## src/rtl/isca_pkg.sv

```systemverilog
// package: offsets, field layout, reset values and helpers of the indirect access port
package isca_pkg;
  localparam int          AXI_AW      = 12;
  localparam logic [11:0] DATA_OFS    = 12'h1ac;
  localparam logic [11:0] CMD_OFS     = 12'h1b0;
  localparam int          BUSY_BIT    = 31;
  localparam int          RNW_BIT     = 30;
  localparam int          INC_BIT     = 29;
  localparam int          DEC_BIT     = 28;
  localparam int          RSV_LSB     = 20;
  localparam int          RSV_W       = 8;
  localparam int          LANE_LSB    = 16;
  localparam int          LANE_W      = 4;
  localparam int          INDEX_LSB   = 0;
  localparam int          INDEX_W     = 16;
  localparam logic [31:0] DATA_RST    = 32'h0000_0000;
  localparam logic [3:0]  LANE_RST    = 4'h0;
  localparam logic [15:0] INDEX_RST   = 16'h0000;
  localparam logic [1:0]  RESP_OKAY   = 2'h0;
  localparam logic [1:0]  RESP_SLVERR = 2'h2;

  // byte-wise overlay of new data on old, one strobe bit per byte
  function automatic logic [31:0] isca_merge(input logic [31:0] old_w,
                                             input logic [31:0] new_w,
                                             input logic [3:0]  strb);
    logic [31:0] res;
    res = old_w;
    for (int i = 0; i < 4; i++)
    begin
      if (strb[i])
      begin
        res[i*8 +: 8] = new_w[i*8 +: 8];
      end
    end
    return res;
  endfunction

  // next target index; 16-bit wrap is intended
  function automatic logic [15:0] isca_step(input logic [15:0] idx,
                                            input logic        up);
    return up ? 16'(idx + 16'h0001) : 16'(idx - 16'h0001);
  endfunction
endpackage

```

## src/rtl/isca_top.sv

```systemverilog
// indirect access port: AXI4-Lite data and command registers driving the fabric
// Operation
// - data read returns fabric value when read flag set, else last written value
// - writing one to bit 31 starts the selected fabric access
// - pending flag holds until the access completes, then clears itself
// - bit 30 selects direction: 0 write, 1 read
// - step-up: data write launches access, index increments after the write
// - step-up: data read increments index and launches the next access
// - step-down: data write launches access, index decrements after the write
// - step-down: data read decrements index and launches the next access
// - step-up wins when step-up and step-down are both set
// - lane select bits 19:16 gate fabric write bytes
// - lane bit 3 covers data 31:24 down to lane bit 0 for 7:0
// - bits 15:0 hold the 16-bit fabric target index
// - after reset data reads zero and all command fields are zero
//
// The implementer's own choice: register access over AXI4-Lite.
`timescale 1ns/100ps
module isca_top
  import isca_pkg::*;
(
  input  wire logic              aclk,
  input  wire logic              aresetn,
  input  wire logic              ce,
  input  wire logic [AXI_AW-1:0] s_axi_awaddr,
  input  wire logic              s_axi_awvalid,
  output logic                   s_axi_awready,
  input  wire logic [31:0]       s_axi_wdata,
  input  wire logic [3:0]        s_axi_wstrb,
  input  wire logic              s_axi_wvalid,
  output logic                   s_axi_wready,
  output logic [1:0]             s_axi_bresp,
  output logic                   s_axi_bvalid,
  input  wire logic              s_axi_bready,
  input  wire logic [AXI_AW-1:0] s_axi_araddr,
  input  wire logic              s_axi_arvalid,
  output logic                   s_axi_arready,
  output logic [31:0]            s_axi_rdata,
  output logic [1:0]             s_axi_rresp,
  output logic                   s_axi_rvalid,
  input  wire logic              s_axi_rready,
  output logic                   fab_req,
  output logic                   fab_we,
  output logic [INDEX_W-1:0]     fab_addr,
  output logic [31:0]            fab_wdata,
  output logic [LANE_W-1:0]      fab_be,
  input  wire logic [31:0]       fab_rdata,
  input  wire logic              fab_ack
);
  typedef struct packed {
    logic               rnw;
    logic               inc;
    logic               dec;
    logic [LANE_W-1:0]  lane;
    logic [INDEX_W-1:0] index;
    logic               pending;
    logic               post_step;
    logic [31:0]        wr_val;
    logic [31:0]        rd_val;
    logic               bvalid;
    logic [1:0]         bresp;
    logic               arready;
    logic               rvalid;
    logic [31:0]        rdata;
    logic [1:0]         rresp;
  } isca_state_s;

  isca_state_s s;
  isca_state_s s_nxt;

  logic              pair_valid;
  logic [AXI_AW-1:0] pair_addr;
  logic [31:0]       pair_data;
  logic [3:0]        pair_strb;
  logic              take;
  logic              ar_take;
  logic              w_go;
  logic              r_go;
  logic              start;
  logic              seq_done;
  logic [31:0]       seq_data;
  logic [31:0]       cmd_new;

  // command register image as software sees it
  function automatic logic [31:0] cmd_word(input isca_state_s st);
    logic [31:0] w;
    w                         = '0;
    w[BUSY_BIT]               = st.pending;
    w[RNW_BIT]                = st.rnw;
    w[INC_BIT]                = st.inc;
    w[DEC_BIT]                = st.dec;
    w[LANE_LSB +: LANE_W]     = st.lane;
    w[INDEX_LSB +: INDEX_W]   = st.index;
    return w;
  endfunction

  isca_wjoin u_wjoin
  (
    .aclk       (aclk),
    .aresetn    (aresetn),
    .ce         (ce),
    .awaddr     (s_axi_awaddr),
    .awvalid    (s_axi_awvalid),
    .awready    (s_axi_awready),
    .wdata      (s_axi_wdata),
    .wstrb      (s_axi_wstrb),
    .wvalid     (s_axi_wvalid),
    .wready     (s_axi_wready),
    .take       (take),
    .pair_valid (pair_valid),
    .pair_addr  (pair_addr),
    .pair_data  (pair_data),
    .pair_strb  (pair_strb)
  );

  isca_fabseq u_fabseq
  (
    .aclk       (aclk),
    .aresetn    (aresetn),
    .ce         (ce),
    .start      (start),
    .start_we   (!s_nxt.rnw),
    .start_addr (s_nxt.index),
    .start_data (s_nxt.wr_val),
    .start_be   (s_nxt.lane),
    .fab_req    (fab_req),
    .fab_we     (fab_we),
    .fab_addr   (fab_addr),
    .fab_wdata  (fab_wdata),
    .fab_be     (fab_be),
    .fab_rdata  (fab_rdata),
    .fab_ack    (fab_ack),
    .done       (seq_done),
    .done_data  (seq_data)
  );

  always_comb
  begin
    s_nxt   = s;
    cmd_new = isca_merge(cmd_word(s), pair_data, pair_strb);
    take    = pair_valid && !s.bvalid;
    ar_take = s_axi_arvalid && s.arready;
    w_go    = 1'b0;
    r_go    = 1'b0;

    if (seq_done)
    begin
      s_nxt.pending = 1'b0;
      if (!fab_we)
        s_nxt.rd_val = seq_data;
      // index moves only after the write has finished
      if (s.post_step)
      begin
        s_nxt.index     = isca_step(s.index, s.inc);
        s_nxt.post_step = 1'b0;
      end
    end

    if (take)
    begin
      s_nxt.bvalid = 1'b1;
      s_nxt.bresp  = RESP_OKAY;
      if (pair_addr == DATA_OFS)
      begin
        // writes during an access are dropped, not queued
        if (!s.pending)
        begin
          s_nxt.wr_val = isca_merge(s.wr_val, pair_data, pair_strb);
          if (s.inc || s.dec)
          begin
            w_go            = 1'b1;
            s_nxt.post_step = !s.rnw;
          end
        end
      end
      else if (pair_addr == CMD_OFS)
      begin
        if (!s.pending)
        begin
          // field capture; reserved bits never stored
          s_nxt.rnw   = cmd_new[RNW_BIT];
          s_nxt.inc   = cmd_new[INC_BIT];
          s_nxt.dec   = cmd_new[DEC_BIT];
          s_nxt.lane  = cmd_new[LANE_LSB +: LANE_W];
          s_nxt.index = cmd_new[INDEX_LSB +: INDEX_W];
          // one written to busy starts; zero has no effect
          w_go        = cmd_new[BUSY_BIT];
        end
      end
      else
      begin
        s_nxt.bresp = RESP_SLVERR;
      end
    end

    if (s.bvalid && s_axi_bready)
      s_nxt.bvalid = 1'b0;

    if (ar_take)
    begin
      s_nxt.arready = 1'b0;
      s_nxt.rvalid  = 1'b1;
      s_nxt.rresp   = RESP_OKAY;
      if (s_axi_araddr == DATA_OFS)
      begin
        s_nxt.rdata = s.rnw ? s.rd_val : s.wr_val;
        // stepping read; a write launch this cycle wins
        if ((s.inc || s.dec) && !s.pending && !w_go)
        begin
          r_go        = 1'b1;
          s_nxt.index = isca_step(s.index, s.inc);
        end
      end
      else if (s_axi_araddr == CMD_OFS)
      begin
        s_nxt.rdata = cmd_word(s);
      end
      else
      begin
        s_nxt.rdata = '0;
        s_nxt.rresp = RESP_SLVERR;
      end
    end

    if (s.rvalid && s_axi_rready)
    begin
      s_nxt.rvalid  = 1'b0;
      s_nxt.arready = 1'b1;
    end

    start = w_go || r_go;
    if (start)
      s_nxt.pending = 1'b1;
  end

  always_ff @(posedge aclk)
  begin
    if (!aresetn)
    begin
      s         <= '0;
      s.arready <= 1'b1;
    end
    else if (ce)
    begin
      s <= s_nxt;
    end
  end

  assign s_axi_bvalid  = s.bvalid;
  assign s_axi_bresp   = s.bresp;
  assign s_axi_arready = s.arready;
  assign s_axi_rvalid  = s.rvalid;
  assign s_axi_rdata   = s.rdata;
  assign s_axi_rresp   = s.rresp;
endmodule

```

## src/rtl/isca_wjoin.sv

```systemverilog
// write address and write data capture, joined into one register write
`timescale 1ns/100ps
module isca_wjoin
  import isca_pkg::*;
(
  input  wire logic              aclk,
  input  wire logic              aresetn,
  input  wire logic              ce,
  input  wire logic [AXI_AW-1:0] awaddr,
  input  wire logic              awvalid,
  output logic                   awready,
  input  wire logic [31:0]       wdata,
  input  wire logic [3:0]        wstrb,
  input  wire logic              wvalid,
  output logic                   wready,
  input  wire logic              take,
  output logic                   pair_valid,
  output logic [AXI_AW-1:0]      pair_addr,
  output logic [31:0]            pair_data,
  output logic [3:0]             pair_strb
);
  typedef struct packed {
    logic              has_aw;
    logic              has_w;
    logic              aw_rdy;
    logic              w_rdy;
    logic [AXI_AW-1:0] addr;
    logic [31:0]       data;
    logic [3:0]        strb;
  } isca_wjoin_s;

  localparam isca_wjoin_s JOIN_RST = '{1'b0, 1'b0, 1'b1, 1'b1, '0, '0, '0};

  isca_wjoin_s s_r;
  isca_wjoin_s s_nxt;

  always_comb
  begin
    s_nxt = s_r;
    if (take)
    begin
      s_nxt.has_aw = 1'b0;
      s_nxt.has_w  = 1'b0;
    end
    if (awvalid && s_r.aw_rdy)
    begin
      s_nxt.has_aw = 1'b1;
      s_nxt.addr   = awaddr;
    end
    if (wvalid && s_r.w_rdy)
    begin
      s_nxt.has_w = 1'b1;
      s_nxt.data  = wdata;
      s_nxt.strb  = wstrb;
    end
    // ready as a flop keeps the top outputs registered
    s_nxt.aw_rdy = !s_nxt.has_aw;
    s_nxt.w_rdy  = !s_nxt.has_w;
  end

  always_ff @(posedge aclk)
  begin
    if (!aresetn)
      s_r <= JOIN_RST;
    else if (ce)
      s_r <= s_nxt;
  end

  assign awready    = s_r.aw_rdy;
  assign wready     = s_r.w_rdy;
  assign pair_valid = s_r.has_aw && s_r.has_w;
  assign pair_addr  = s_r.addr;
  assign pair_data  = s_r.data;
  assign pair_strb  = s_r.strb;
endmodule

```

## src/rtl/isca_fabseq.sv

```systemverilog
// fabric side sequencer: one request held until the fabric acknowledges it
`timescale 1ns/100ps
module isca_fabseq
  import isca_pkg::*;
(
  input  wire logic               aclk,
  input  wire logic               aresetn,
  input  wire logic               ce,
  input  wire logic               start,
  input  wire logic               start_we,
  input  wire logic [INDEX_W-1:0] start_addr,
  input  wire logic [31:0]        start_data,
  input  wire logic [LANE_W-1:0]  start_be,
  output logic                    fab_req,
  output logic                    fab_we,
  output logic [INDEX_W-1:0]      fab_addr,
  output logic [31:0]             fab_wdata,
  output logic [LANE_W-1:0]       fab_be,
  input  wire logic [31:0]        fab_rdata,
  input  wire logic               fab_ack,
  output logic                    done,
  output logic [31:0]             done_data
);
  typedef enum logic {SEQ_IDLE, SEQ_WAIT} isca_seq_e;

  typedef struct packed {
    isca_seq_e          st;
    logic               we;
    logic [INDEX_W-1:0] addr;
    logic [31:0]        data;
    logic [LANE_W-1:0]  be;
  } isca_seq_s;

  isca_seq_s s_r;
  isca_seq_s s_nxt;

  always_comb
  begin
    s_nxt = s_r;
    unique case (s_r.st)
      SEQ_IDLE:
      begin
        if (start)
        begin
          s_nxt.st   = SEQ_WAIT;
          s_nxt.we   = start_we;
          s_nxt.addr = start_addr;
          s_nxt.data = start_data;
          s_nxt.be   = start_be;
        end
      end
      SEQ_WAIT:
      begin
        if (fab_ack)
          s_nxt.st = SEQ_IDLE;
      end
    endcase
  end

  always_ff @(posedge aclk)
  begin
    if (!aresetn)
      s_r <= '{SEQ_IDLE, 1'b0, INDEX_RST, DATA_RST, LANE_RST};
    else if (ce)
      s_r <= s_nxt;
  end

  assign fab_req   = (s_r.st == SEQ_WAIT);
  assign fab_we    = s_r.we;
  assign fab_addr  = s_r.addr;
  assign fab_wdata = s_r.data;
  assign fab_be    = s_r.be;
  // ack ignored outside a request; no reply can land in idle
  assign done      = (s_r.st == SEQ_WAIT) && fab_ack;
  assign done_data = fab_rdata;
endmodule

```

## config.mk

```make
export PLATFORM = sky130hd
export DESIGN_NAME = isca_top
export DESIGN_NICKNAME = d
export VERILOG_FILES = /design/src/rtl/isca_pkg.sv /design/src/rtl/isca_top.sv /design/src/rtl/isca_wjoin.sv /design/src/rtl/isca_fabseq.sv
export SDC_FILE = /design/constraint.sdc
export NUM_CORES = 1
export LEC_CHECK = 0
export ABC_AREA = 1
export BUFFER_PORTS_ARGS = -buffer_cell sky130_fd_sc_hd__buf_2
export CAP_MARGIN = 40
export CORE_ASPECT_RATIO = 0.5
export CORE_MARGIN = 3
export CORE_UTILIZATION = 30
export CTS_CLUSTER_SIZE = 12
export DETAILED_ROUTE_END_ITERATION = 7
export PLACE_DENSITY_LB_ADDON = 0.3
export SLEW_MARGIN = 10
export SYNTH_ARGS = -nofsm -noshare
export SYNTH_HDL_FRONTEND = slang
export SYNTH_SLANG_ARGS = --single-unit
```

## constraint.sdc

```tcl
create_clock -name aclk -period 2.8 [get_ports aclk]
set_clock_uncertainty 0.05 [all_clocks]
set_input_delay 0.28 -clock aclk [delete_from_list [all_inputs] [get_ports aclk]]
set_output_delay 0.28 -clock aclk [all_outputs]
set_load 0.02 [all_outputs]
```

# Yosys cells after proc, flatten, opt, wreduce, memory -nomap -nowiden
# Cells that the tools add are included.
# word_totals
ff_bits,234
n_memories,0
elab_cells,118
rom_bits,0
input_bits,101
out_inout_bits,95
latchBits,0
mem_bits_rw,0
# classes
muxes,49
multipliers,0
addsub,2
bitwise_logic,4
order_cmp,0
n_eq_ne,4
shifts,0
div,0
reduce_logical,32
# ops
cell,n
$mux W33,3
$mux W32,3
$mux W23,4
$mux W16,5
$mux W8,7
$mux W54,1
$eq A12 B9 Y1 const B,4
$mux W36,1
$mux W18,1
$add A16 B1 Y16 const B,1
$sub A16 B1 Y16 const B,1
$mux W1,15
$reduce_and A2 Y1,7
$mux W2,6
$logic_and A1 B1 Y1,10
$logic_not A1 Y1,7
$reduce_and A3 Y1,2
$reduce_and A6 Y1,1
$reduce_bool A2 Y1,3
$mux W4,1
$not A1 Y1,4
$mux W3,1
$logic_or A1 B1 Y1,2
$pmux W1 S2,1

# Logic depth before layout (Yosys ltp)
# Gate-level depths: netlist of run 1.
# depth
word_depth,13
mapped_depth,14
ltp_nobuf,14

# Hierarchy
# Synthesis of run 1 repeated with hierarchy kept, for this count alone.
# unflattened
hier_cells,1963
hier_area_um2,12607.1
# modules_own_cells
mod,area_per_inst_um2,n_inst,seq_area_each_um2,cells_per_inst
isca_top,7619.8,1,2522.4,1210
isca_wjoin,2527.4,1,1041.0,378
isca_fabseq,2459.9,1,1081.0,375

# Worst setup path after synthesis of run 1
# OpenSTA, ideal clock, no wires.
# synth_timing
path_type,register -> register
startpoint,register s[126] (netlist bit)
endpoint,register u_fabseq.s_r (netlist bit u_fabseq.fab_addr[8])
period_less_slack_ns,2.121
setup_ns,0.115
stages_incl_launch_ff,10
n_path_buf,0
required_ns,2.635
slack_ns,0.679
t_arrival_ns,1.956
cell_sequence,dfxtp_1 inv_1 ha_1 inv_1 o21ai_0 a31oi_1 xnor2_1 nand2_1 nand3_1 and2_1
# synth_between
elab_chain_len,12
word_cells_on_any_way,23
cone_classes,mux: 17; reduce/logical: 6
# synth_rtl
element,line_no,text
start: declaration,isca_top.sv:68,isca_state_s s;
start signal: assignment,isca_top.sv:245,s <= s_nxt;
$logic_or A1 B1 Y1,"isca_top.sv:169, isca_top.sv:208",
$mux W1,isca_top.sv:169,if (s.inc || s.dec)
$mux W1,isca_top.sv:166,if (!s.pending)
$mux W1,isca_top.sv:163,if (pair_addr == DATA_OFS)
$mux W1,isca_top.sv:159,if (take)
$logic_not A1 Y1,isca_top.sv:208,if ((s.inc || s.dec) && !s.pending && !w_go)
$logic_and A1 B1 Y1,isca_top.sv:208,
$mux W1,isca_top.sv:208,
$mux W1,isca_top.sv:204,if (s_axi_araddr == DATA_OFS)
$mux W1,isca_top.sv:199,if (ar_take)
$logic_or A1 B1 Y1,isca_top.sv:231,start = w_go || r_go;
$reduce_and A3 Y1 (no line),--,
end signal: assignment,isca_fabseq.sv:63,"s_r <= '{SEQ_IDLE, 1'b0, INDEX_RST, DATA_RST, LANE_RST};"
end signal: assignment,isca_fabseq.sv:65,s_r <= s_nxt;
end: declaration,isca_fabseq.sv:34,isca_seq_s s_r;
# Several ways; a longest one is shown, not always the timed one. The select of a mux whose other input is x is not followed.
# A chain may end at the register's enable or synchronous reset.

# Worst setup path in the final report of run 1
# layout_timing
startpoint,register s[126] (netlist bit)
endpoint,register u_fabseq.s_r (netlist bit u_fabseq.fab_addr[12])
# Same word-level chain as after synthesis.

==> results of run 1 <==
[worst reg2reg max path, cell delays in order, from the launching register on]
cell and delay (ns):
dfxtp_1 0.33, inv_1 0.27, ha_1 0.48, inv_1 0.07, o21ai_0 0.50, nand4_1 0.22, nand3_1 0.14, nand2_1 0.06
nand3_1 0.10, nand3_1 0.08, nand2_1 0.08, inv_1 0.03
[sequential cells by signal, summed over array words and instances, names as in the netlist, 2 cells and up]
name and flops:
u_fabseq.fab_be 4, u_wjoin.pair_addr 12, s_axi_rdata 32, u_wjoin.pair_data 32, s 89, u_fabseq.fab_addr 16
u_wjoin.pair_strb 4, u_fabseq.fab_wdata 32, u_wjoin.s_r 2
[worst paths after layout]
| check | start | endpoint | slack, ns |
|---|---|---|---|
| worst max-delay path | s[126] | u_fabseq.fab_addr[12] | 0.30 |
| worst min-delay path | s_axi_wdata[17] | u_wjoin.pair_data[17] | 0.01 |
| worst max register to register | s[126] | u_fabseq.fab_addr[12] | 0.30 |
| worst min register to register | u_wjoin.pair_data[21] | u_wjoin.pair_data[21] | 0.40 |
[metrics by stage]
stage	hold slack, ns	power [mW]	utilization
floorplan	0.365	4.09	-
global placement	0.390	4.37	0.342
detailed placement	0.393	4.38	0.342
CTS	0.00273	7.35	0.375
global route	0.0143	7.62	0.375
finish	0.0124	7.31	0.375
[logic make-up after synthesis]
family | share of synthesized area
xor+xnor | 0.00841
flops | 0.405
other cells | 0.000327
fa+ha+maj | 0.0170
compound gates | 0.205
mux | 0.000874
simple gates | 0.216
buf+inv | 0.147
[layout by cell type, fill, tap and decap left out, types with 3 or more instances in the layout]
cell	Yosys	final
a21oi_1	172	172
a31oi_1	3	3
and2_1	6	6
buf_12	0	4
buf_2	9	192
buf_4	37	23
clkbuf_1	73	7
clkbuf_16	0	24
clkinv_2	0	3
dfxtp_1	232	232
dlygate4sd3_1	0	50
ha_1	14	14
inv_1	256	256
inv_2	4	5
nand2_1	327	327
nand2_2	3	3
nand3_1	55	54
nand3_2	5	5
nand3b_1	9	9
nand4_1	6	6
nor2_1	180	178
nor2_2	2	4
nor3_1	8	8
o21ai_0	225	225
o21ai_1	13	13
o22ai_1	28	28
xnor2_1	3	3
xor2_1	8	8
[final cells by class]
class / count / area, um2
Fill cell: 3964 / 23000
Multi-Input combinational cell: 1086 / 5150
Sequential cell: 232 / 4640
Timing Repair Buffer: 269 / 1710
Inverter: 262 / 983
Clock buffer: 33 / 654
Tap cell: 484 / 606
Clock inverter: 4 / 31.3
[power by group through the flow]
stage	Clock (mW)	Sequential [mW]	Combinational, mW
6_report	2.94	3.48	0.892
5_1_grt	3.12	3.49	1.01
4_1_cts	2.99	3.48	0.886
3_5_place_dp	0	3.55	0.827
3_3_place_gp	0	3.55	0.826
2_1_floorplan	0	3.53	0.559
[routing by layer]
metal | up-vias | global-route usage
met5 | - | 0
li1 | 5735 | -
met1 | 5155 | 0.243
met2 | 272 | 0.301
met3 | 42 | 0.0252
met4 | 0 | 0.0394
==> impl_metrics.xml, run 1 <==
<?xml version="1.0" encoding="UTF-8"?>
<metrics>
  <group name="status">
    <metric name="run_status" unit="">complete, no violations</metric>
  </group>
  <group name="cts">
    <metric name="cts_max_level" unit="">1</metric>
    <metric name="cts_clock_pin_slew_for_the_worst_setup_and_hold_paths" unit="ns">0.06</metric>
    <metric name="clk-insertion-delay-late" unit="ns">0.52</metric>
    <metric name="clk_root_buffer_cell" unit="">clkbuf_16</metric>
    <metric name="cts.path.max_buffers" unit="">3</metric>
    <metric name="tritoncts.num_buffers" unit="">24</metric>
    <metric name="postCtsSetupBuffers" unit="">0</metric>
    <metric name="clock_net_sink_count" unit="">232</metric>
    <metric name="cts_tree" unit="">done</metric>
    <metric name="post_cts_hold_buffer_count" unit="">50</metric>
    <metric name="cts_resized" unit="">0</metric>
  </group>
  <group name="sta">
    <metric name="fin_crit_sh" unit="">0.893</metric>
    <metric name="slew-limit-headroom" unit="">0.439</metric>
    <metric name="setup_tns" unit="ns">0</metric>
    <metric name="max_freq" unit="MHz">400</metric>
    <metric name="timing.final.crit_period" unit="ns">2.50</metric>
    <metric name="drv_slew" unit="">0</metric>
    <metric name="finalSetupViolCount" unit="">0</metric>
    <metric name="setup_repair_after_global_routing_missed_its_margin" unit="">no</metric>
    <metric name="final_critical_path_setup_slack" unit="ns">0.300</metric>
    <metric name="worstMarginPinSlew" unit="ns">0.840</metric>
    <metric name="hold_viol" unit="">0</metric>
  </group>
  <group name="routing">
    <metric name="route.antenna.remaining_nets" unit="">0</metric>
    <metric name="post-route-drc-count" unit="">0</metric>
    <metric name="met3RoutedLength" unit="mm">1.75</metric>
    <metric name="total_via_count_after_detailed_routing" unit="">11200</metric>
    <metric name="route.top_layer_used" unit="">met4</metric>
    <metric name="drt_pass1_iterations" unit="">6</metric>
    <metric name="detail_route.wirelength.met1" unit="mm">17.2</metric>
    <metric name="drt-total-wl" unit="mm">37.0</metric>
    <metric name="initialDrtViolationCount" unit="">718</metric>
    <metric name="detail_route.vias_per_cell" unit="">4.73</metric>
    <metric name="route.met2.wl" unit="mm">17.3</metric>
    <metric name="wire_per_inst" unit="um">15.6</metric>
  </group>
  <group name="critical_path">
    <metric name="cp_data_required_time" unit="ns">3.16</metric>
    <metric name="critical_path.n_buffers_inverters" unit="">3</metric>
    <metric name="worst-path-stages" unit="">11</metric>
    <metric name="crit_path_cell_trace" unit="">inv_1, ha_1, inv_1, o21ai_0, nand4_1, nand3_1, nand2_1, nand3_1, nand3_1, nand2_1, inv_1</metric>
    <metric name="crit_path_end_kind" unit="">flop</metric>
    <metric name="critPathKind" unit="">reg -&gt; reg</metric>
    <metric name="r2r_cells" unit="">11</metric>
    <metric name="crit_path_max_delay_cell_type" unit="">o21ai_0</metric>
    <metric name="crit_path_start_kind" unit="">flop</metric>
    <metric name="worst_path_dominant_cell_family" unit="">simple AND/OR/NAND/NOR gates</metric>
    <metric name="cp_slowest_stage_delay" unit="ns">0.50</metric>
    <metric name="worst_path_max_fanout" unit="">15</metric>
    <metric name="worst-endpoint-arrival" unit="ns">2.86</metric>
  </group>
  <group name="synthesis">
    <metric name="post-synth-top-count-cell" unit="">nand2_1</metric>
    <metric name="synth.top_cells.by_count" unit="">nand2_1, inv_1, dfxtp_1</metric>
    <metric name="postSynthRegisterBits" unit="">232</metric>
    <metric name="yosysSeqAreaShare" unit="">0.405</metric>
    <metric name="ys_top_cells_by_area" unit="">dfxtp_1, nand2_1, o21ai_0</metric>
    <metric name="synthDominantCellAreaShare" unit="">0.405</metric>
    <metric name="yosysWarnings" unit="">0</metric>
    <metric name="post_synth_inst_count" unit="">1711</metric>
    <metric name="synth_async_sr_flop_share" unit="">0</metric>
    <metric name="number_of_synthesized_flops_with_an_enable_pin" unit="">0</metric>
    <metric name="dominantRegCellSynth" unit="">dfxtp_1</metric>
    <metric name="synthDominantAreaCellType" unit="">dfxtp_1</metric>
    <metric name="distinct_cells_synth" unit="">42</metric>
    <metric name="synth.cell_area" unit="mm2">0.0115</metric>
    <metric name="synthesis.area_per_instance" unit="um2">6.70</metric>
  </group>
  <group name="placement">
    <metric name="dp_hpwl" unit="mm">25.7</metric>
    <metric name="placed_cells" unit="">2283</metric>
    <metric name="port-buffer-count" unit="">193</metric>
    <metric name="dpl_cell_area" unit="mm2">0.0126</metric>
    <metric name="finalWeightedCongestion" unit="">0.861</metric>
    <metric name="placement.setup.worst_slack" unit="ns">0.368</metric>
  </group>
  <group name="power">
    <metric name="power.switching_fraction" unit="">0.266</metric>
    <metric name="ir_worst_vdd" unit="mV">0.290</metric>
    <metric name="power.leakage" unit="nW">6.40</metric>
    <metric name="cell_internal_pwr" unit="mW">5.36</metric>
    <metric name="cellPowerDensity" unit="mW/mm2">530</metric>
    <metric name="power_switching" unit="mW">1.94</metric>
    <metric name="p_seq_frac" unit="">0.476</metric>
    <metric name="power.share.combinational" unit="">0.122</metric>
    <metric name="share_clk_of_total_power" unit="">0.402</metric>
  </group>
  <group name="global_routing">
    <metric name="grt_antenna_before_repair" unit="">0</metric>
    <metric name="grt_start_max_net_pins" unit="">145</metric>
    <metric name="grt_pass1_vias" unit="">10500</metric>
    <metric name="grt.overflow.total" unit="">0</metric>
    <metric name="grt_usage" unit="">0.178</metric>
    <metric name="grt_first_pass_wirelength" unit="mm">58.0</metric>
  </group>
  <group name="run">
    <metric name="drv.max_cap_violation_count" unit="">0</metric>
  </group>
  <group name="worst_hold_path">
    <metric name="hold_path.class" unit="">in -&gt; reg</metric>
    <metric name="worst_hold_depth" unit="">3</metric>
  </group>
  <group name="final_layout">
    <metric name="net_count_of_the_finished_layout" unit="">1991</metric>
    <metric name="syn2layout_area_growth" unit="%">20.3</metric>
    <metric name="diodes" unit="">0</metric>
    <metric name="fraction_of_layout_cells_with_a_size_suffix_above_1" unit="">0.144</metric>
    <metric name="fin_cells" unit="">2370</metric>
    <metric name="layout.cell_area.non_filler" unit="mm2">0.0138</metric>
  </group>
  <group name="floorplanning">
    <metric name="placementRows" unit="">49</metric>
    <metric name="die_h" unit="um">144</metric>
    <metric name="core-area" unit="mm2">0.0368</metric>
    <metric name="chipWidth" unit="um">282</metric>
    <metric name="die_area" unit="mm2">0.0407</metric>
    <metric name="starting_density_of_the_core" unit="">0.311</metric>
    <metric name="io_pins" unit="">196</metric>
  </group>
</metrics>
(Power assumes the default switching activity.)
==> run 2: changes to the inputs <==
BUFFER_PORTS_ARGS = -buffer_cell sky130_fd_sc_hd__buf_4   (was -buffer_cell sky130_fd_sc_hd__buf_2)
SKIP_LAST_GASP = 1   (was not set)
==> run 2 against run 1 <==
  * Cell count rose by 1.0%
  * Combinational power up 8.0%
  * Sequential power is essentially flat
  * Critical endpoint is now u_fabseq.fab_wdata[9]
  * Largest power group unchanged
==> impl_metrics.xml, run 2 (synthesis results as in run 1) <==
<?xml version="1.0" encoding="UTF-8"?>
<metrics>
  <group name="status">
    <metric name="run_status" unit="">complete, no violations</metric>
  </group>
  <group name="sta">
    <metric name="drv_slew" unit="">0</metric>
    <metric name="setup_repair_after_global_routing_missed_its_margin" unit="">no</metric>
    <metric name="worstMarginPinSlew" unit="ns">0.873</metric>
    <metric name="slew-limit-headroom" unit="">0.418</metric>
    <metric name="timing.final.crit_period" unit="ns">2.52</metric>
    <metric name="fin_crit_sh" unit="">0.900</metric>
    <metric name="hold_viol" unit="">0</metric>
    <metric name="setup_tns" unit="ns">0</metric>
    <metric name="max_freq" unit="MHz">397</metric>
    <metric name="finalSetupViolCount" unit="">0</metric>
  </group>
  <group name="floorplanning">
    <metric name="placementRows" unit="">49</metric>
    <metric name="die_area" unit="mm2">0.0407</metric>
    <metric name="starting_density_of_the_core" unit="">0.311</metric>
    <metric name="chipWidth" unit="um">282</metric>
    <metric name="die_h" unit="um">144</metric>
    <metric name="io_pins" unit="">196</metric>
    <metric name="core-area" unit="mm2">0.0368</metric>
  </group>
  <group name="global_routing">
    <metric name="grt_start_max_net_pins" unit="">145</metric>
    <metric name="gr-usage-met2" unit="">0.305</metric>
    <metric name="grt_antenna_before_repair" unit="">0</metric>
    <metric name="global_route_met3_utilization" unit="">0.0269</metric>
    <metric name="grt.overflow.total" unit="">0</metric>
    <metric name="grt_usage" unit="">0.179</metric>
    <metric name="global_route_layer_with_the_greatest_usage" unit="">met2</metric>
    <metric name="gr-usage-met1" unit="">0.240</metric>
    <metric name="grt_first_pass_wirelength" unit="mm">58.0</metric>
    <metric name="grt_pass1_vias" unit="">10500</metric>
  </group>
  <group name="critical_path">
    <metric name="crit_path_end_kind" unit="">flop</metric>
    <metric name="worst_path_max_fanout" unit="">16</metric>
    <metric name="worst-endpoint-arrival" unit="ns">2.94</metric>
    <metric name="crit_path_start_kind" unit="">flop</metric>
    <metric name="cp_data_required_time" unit="ns">3.22</metric>
    <metric name="r2r_setup_slack" unit="ns">0.28</metric>
    <metric name="critPathKind" unit="">reg -&gt; reg</metric>
  </group>
  <group name="cts">
    <metric name="cts.path.max_buffers" unit="">3</metric>
    <metric name="cts_clock_pin_slew_for_the_worst_setup_and_hold_paths" unit="ns">0.06</metric>
    <metric name="cts_max_level" unit="">1</metric>
    <metric name="clock_net_sink_count" unit="">232</metric>
    <metric name="cts_tree" unit="">done</metric>
    <metric name="clk_root_buffer_cell" unit="">clkbuf_16</metric>
    <metric name="postCtsSetupBuffers" unit="">0</metric>
    <metric name="clk-insertion-delay-late" unit="ns">0.54</metric>
    <metric name="tritoncts.num_buffers" unit="">25</metric>
  </group>
  <group name="run">
    <metric name="drv.max_cap_violation_count" unit="">0</metric>
  </group>
  <group name="placement">
    <metric name="dp_hpwl" unit="mm">25.8</metric>
    <metric name="finalWeightedCongestion" unit="">0.878</metric>
    <metric name="port-buffer-count" unit="">193</metric>
  </group>
  <group name="final_layout">
    <metric name="mostFrequentLayoutCells" unit="">nand2_1, inv_1, dfxtp_1</metric>
    <metric name="net_count_of_the_finished_layout" unit="">2013</metric>
    <metric name="largest_register_ff_count" unit="">89</metric>
    <metric name="registers.top_by_ff_count" unit="">s</metric>
    <metric name="most_common_cell_after_layout_fill_and_taps_aside" unit="">nand2_1</metric>
    <metric name="syn2layout_area_growth" unit="%">27.1</metric>
    <metric name="fraction_of_layout_cells_with_a_size_suffix_above_1" unit="">0.147</metric>
    <metric name="diodes" unit="">0</metric>
  </group>
  <group name="routing">
    <metric name="total_via_count_after_detailed_routing" unit="">11300</metric>
    <metric name="initialDrtViolationCount" unit="">883</metric>
    <metric name="detail_route.vias_per_cell" unit="">4.70</metric>
    <metric name="wire_per_inst" unit="um">15.5</metric>
    <metric name="drt_pass1_iterations" unit="">5</metric>
    <metric name="post-route-drc-count" unit="">0</metric>
    <metric name="route.antenna.remaining_nets" unit="">0</metric>
    <metric name="drt-total-wl" unit="mm">37.1</metric>
  </group>
  <group name="worst_hold_path">
    <metric name="hold_path.class" unit="">in -&gt; reg</metric>
  </group>
  <group name="power">
    <metric name="cellPowerDensity" unit="mW/mm2">526</metric>
    <metric name="total_power" unit="mW">7.66</metric>
    <metric name="power.leakage" unit="nW">6.63</metric>
    <metric name="ir_worst_vdd" unit="mV">0.403</metric>
  </group>
</metrics>
==> run 2: cell types whose count changed in the layout (fill, tap and decap cells not counted), sizes merged <==
cell	delta
buf	+3
bufinv	+1
clkbuf	+2
dlygate4sd3	+18
==> run 2: worst max-delay path, cell delays in order, from the launching register on <==
cell	delay (ns)
dfxtp_1	0.31
inv_1	0.07
nand2_1	0.06
nor2_1	0.18
nand3_2	0.17
nor3_4	0.42
nand2_1	0.50
o21ai_0	0.40
o21ai_0	0.18
nor2_1	0.12
==> run 2: final timing paths <==
kind | from | endpoint | cells past startpoint
worst max-delay path | u_wjoin.pair_addr[9] | u_fabseq.fab_wdata[9] | 9
worst min-delay path | s_axi_awaddr[10] | u_wjoin.pair_addr[10] | 3
worst max register to register | u_wjoin.pair_addr[9] | u_fabseq.fab_wdata[9] | 9
worst min register to register | u_wjoin.pair_data[25] | u_wjoin.pair_data[25] | 2
==> run 2: final cells by class <==
type	count	area, um2
tap	484	606
fill	3817	22200
clock inverter	5	50.0
timing repair buffer	290	2410
multi-input combinational	1086	5150
clock buffer	35	723
sequential	232	4640
inverter	262	983
==> run 2: what timing repair did <==
action,4_1_cts,5_1_grt
hold buffers,68,0
hold endpoints to repair,68,0
resized for setup,0,0
==> run 2: layer usage <==
metal  vias up  routed length [um]
met1      5177               17000
met4         0                 900
met5         -                   0
met3        56                1760
li1       5781                   -
met2       243               17400
==> run 2: power breakdown <==
part           internal, mW  switching, mW
sequential             3.41         0.0678
clock                  1.87           1.36
combinational         0.399          0.565
total                  5.67           1.99
==> run 2: per-stage QoR <==
step	setup WS (ns)	std cells	area, um2	hold WS, ns	util
floorplan	0.679	1712	11500	0.365	-
global placement	0.353	2284	13100	0.386	0.355
detailed placement	0.327	2286	13100	0.393	0.357
global route	0.00392	2394	14600	0.0254	0.396
finish	0.280	2394	14600	0.0149	0.396
CTS	0.319	2394	14600	0.000900	0.396
==> run 3: changes to the inputs <==
clock period = 2.7 ns   (was 2.8 ns; I/O delays follow)
==> run 3 against run 2 <==
  * Via count barely moved
  * Core utilization fell by 0.12 points
  * Total power rose by 2.2%
  * First-iteration DRC count fell by 6.9%
  * Non-clock buffer count rose by 3
  * Combinational power rose by 2.7%
  * Maximum frequency rose by 8.6%
  * Register-to-register slack improved by 0.10 ns
  * Sequential power rose by 4%
  * Cell area fell by 0.29%
  * Clock power barely moved
  * Setup slack improved by 0.10 ns
  * Critical endpoint is now s[118]
  * Largest cell class unchanged
  * Highest routed layer unchanged
==> impl_metrics.xml, run 3 (synthesis results as in run 1) <==
<?xml version="1.0" encoding="UTF-8"?>
<metrics>
  <group name="worst_hold_path">
    <metric name="launch_instance_of_the_worst_min_delay_path" unit="">s_axi_wdata[18]</metric>
    <metric name="hold_path.class" unit="">in -&gt; reg</metric>
    <metric name="timing.hold.worst_endpoint" unit="">u_wjoin.pair_data[18]</metric>
    <metric name="worst_hold_depth" unit="">3</metric>
  </group>
  <group name="cts">
    <metric name="clock_net_sink_count" unit="">232</metric>
    <metric name="cts.path.max_buffers" unit="">3</metric>
    <metric name="cts_tree" unit="">done</metric>
    <metric name="tritoncts.num_buffers" unit="">24</metric>
    <metric name="cts_max_level" unit="">1</metric>
    <metric name="cts_clock_pin_slew_for_the_worst_setup_and_hold_paths" unit="ns">0.06</metric>
    <metric name="clk_root_buffer_cell" unit="">clkbuf_16</metric>
    <metric name="clk-insertion-delay-late" unit="ns">0.54</metric>
  </group>
  <group name="final_layout">
    <metric name="largest_register_ff_count" unit="">89</metric>
    <metric name="fraction_of_layout_cells_with_a_size_suffix_above_1" unit="">0.143</metric>
    <metric name="diodes" unit="">0</metric>
    <metric name="registers.top_by_ff_count" unit="">s</metric>
    <metric name="net_count_of_the_finished_layout" unit="">2015</metric>
    <metric name="postLayoutCoreUtil" unit="">0.395</metric>
    <metric name="n_fill_cell" unit="">3878</metric>
    <metric name="most_common_cell_after_layout_fill_and_taps_aside" unit="">nand2_1</metric>
    <metric name="mostFrequentLayoutCells" unit="">nand2_1, inv_1, dfxtp_1</metric>
    <metric name="syn2layout_area_growth" unit="%">26.8</metric>
    <metric name="layout.cell_area.non_filler" unit="mm2">0.0145</metric>
  </group>
  <group name="critical_path">
    <metric name="crit_path_end_kind" unit="">flop</metric>
    <metric name="rr_endpoint" unit="">s[118]</metric>
    <metric name="worst-path-stages" unit="">12</metric>
    <metric name="crit_path_cell_trace" unit="">inv_1, buf_4, ha_1, inv_1, o21bai_1, a31o_2, nor2_1, nand3_1, nand3_1, nand3_1, nand2_1, inv_1</metric>
    <metric name="cp_slowest_stage_delay" unit="ns">0.32</metric>
    <metric name="critPathKind" unit="">reg -&gt; reg</metric>
    <metric name="cp_data_required_time" unit="ns">3.09</metric>
    <metric name="crit_path_max_delay_cell_type" unit="">ha_1</metric>
    <metric name="r2r-start" unit="">s[126]</metric>
    <metric name="worst_path_dominant_cell_family" unit="">buffers and inverters</metric>
    <metric name="worst_path_max_fanout" unit="">9</metric>
    <metric name="r2r_cells" unit="">12</metric>
    <metric name="worst-endpoint-arrival" unit="ns">2.71</metric>
    <metric name="r2r_setup_slack" unit="ns">0.38</metric>
    <metric name="critical_path.n_buffers_inverters" unit="">4</metric>
    <metric name="crit_path_start_kind" unit="">flop</metric>
  </group>
  <group name="routing">
    <metric name="post-route-drc-count" unit="">0</metric>
    <metric name="total_via_count_after_detailed_routing" unit="">11300</metric>
    <metric name="drt_pass1_iterations" unit="">5</metric>
    <metric name="route.antenna.remaining_nets" unit="">0</metric>
    <metric name="wire_per_inst" unit="um">15.6</metric>
    <metric name="initialDrtViolationCount" unit="">822</metric>
    <metric name="detail_route.vias_per_cell" unit="">4.71</metric>
    <metric name="drt-total-wl" unit="mm">37.2</metric>
  </group>
  <group name="sta">
    <metric name="hold_viol" unit="">0</metric>
    <metric name="slew-limit-headroom" unit="">0.436</metric>
    <metric name="worstMarginPinSlew" unit="ns">0.846</metric>
    <metric name="drv_slew" unit="">0</metric>
    <metric name="finalSetupViolCount" unit="">0</metric>
    <metric name="timing.final.crit_period" unit="ns">2.32</metric>
    <metric name="setup_tns" unit="ns">0</metric>
    <metric name="setup_repair_after_global_routing_missed_its_margin" unit="">no</metric>
    <metric name="max_freq" unit="MHz">431</metric>
    <metric name="fin_crit_sh" unit="">0.859</metric>
  </group>
  <group name="floorplanning">
    <metric name="placementRows" unit="">49</metric>
    <metric name="die_h" unit="um">144</metric>
    <metric name="die_area" unit="mm2">0.0407</metric>
    <metric name="core-area" unit="mm2">0.0368</metric>
    <metric name="io_pins" unit="">196</metric>
    <metric name="starting_density_of_the_core" unit="">0.311</metric>
    <metric name="chipWidth" unit="um">282</metric>
  </group>
  <group name="global_routing">
    <metric name="grt_start_max_net_pins" unit="">79</metric>
    <metric name="grt_pass1_vias" unit="">10600</metric>
    <metric name="grt_first_pass_wirelength" unit="mm">57.8</metric>
    <metric name="grt_usage" unit="">0.179</metric>
    <metric name="grt.overflow.total" unit="">0</metric>
    <metric name="grt_antenna_before_repair" unit="">0</metric>
  </group>
  <group name="power">
    <metric name="cellPowerDensity" unit="mW/mm2">539</metric>
    <metric name="power.leakage" unit="nW">6.59</metric>
    <metric name="ir_worst_vdd" unit="mV">0.362</metric>
  </group>
  <group name="placement">
    <metric name="dpl_cell_area" unit="mm2">0.0131</metric>
    <metric name="port-buffer-count" unit="">193</metric>
    <metric name="dp_hpwl" unit="mm">25.9</metric>
    <metric name="finalWeightedCongestion" unit="">0.894</metric>
  </group>
  <group name="status">
    <metric name="run_status" unit="">complete, no violations</metric>
  </group>
  <group name="run">
    <metric name="drv.max_cap_violation_count" unit="">0</metric>
  </group>
</metrics>
-- run 3: cell count changes in the layout (fill, tap and decap cells not counted) --
cell	delta
clkbuf_1	+1
clkbuf_16	-1
buf_16	-1
buf_12	-1
clkbuf_8	-4
bufinv_16	+1
clkinv_2	-3
dlygate4sd3_1	+5
clkinv_8	+1
-- run 3: how the worst max path moves through the flow --
stage / start / end / slack (ns)
after floorplan: s[126] / u_fabseq.fab_addr[8] / 0.58
after global placement: u_wjoin.pair_addr[10] / u_fabseq.fab_wdata[18] / 0.43
after global routing: u_wjoin.pair_addr[9] / u_fabseq.fab_wdata[17] / 0.09
final: s[126] / s[118] / 0.38
after CTS: u_wjoin.pair_addr[11] / u_fabseq.fab_wdata[18] / 0.41
after detailed placement: u_wjoin.pair_addr[10] / u_fabseq.fab_wdata[18] / 0.43
-- run 3: power by group --
group | switching, mW | total, mW | internal [mW]
logic | 0.578 | 0.989 | 0.411
registers | 0.0789 | 3.61 | 3.53
clock network | 1.38 | 3.23 | 1.86
total | 2.03 | 7.83 | 5.80
-- run 3: timing repair --
item | in CTS | in global routing
buffers inserted | 0 | 0
gates resized for setup | 0 | 0
endpoints found under the hold margin | 74 | 0
hold buffers | 73 | 0
-- run 3: metrics by stage --
step	hold WS [ns]	std cells	worst slack [ns]	total power, mW
4_1_cts	0.00546	2392	0.414	7.91
6_report	0.0157	2392	0.380	7.83
2_1_floorplan	0.355	1712	0.579	4.24
3_5_place_dp	0.392	2284	0.426	4.58
5_1_grt	0.00872	2392	0.0880	8.19
3_3_place_gp	0.388	2283	0.430	4.58
-- run 3: final cells by class --
type | instances | area [um2] | share of cell area
tap | 484 | 606 | 0.0417
clock buffer | 31 | 647 | 0.0445
multi-input combinational | 1086 | 5150 | 0.355
clock inverter | 4 | 81.3 | 0.00560
timing repair buffer | 293 | 2410 | 0.166
inverter | 262 | 983 | 0.0677
sequential | 232 | 4640 | 0.320
-- run 3: tightest hold or removal path, cell delays in order --
cell     delay (ns)
buf_4          0.09
o21ai_0        0.08
a21oi_1        0.11
-- run 3: layer usage --
metal | routed length, um | part of all wire | vias up | GRT usage
met5 | 0 | 0 | - | 0
met1 | 16800 | 0.45 | 5211 | 0.230
met4 | 686 | 0.018 | 0 | 0.0364
met2 | 18000 | 0.48 | 242 | 0.315
met3 | 1800 | 0.048 | 39 | 0.0331
li1 | - | - | 5766 | -
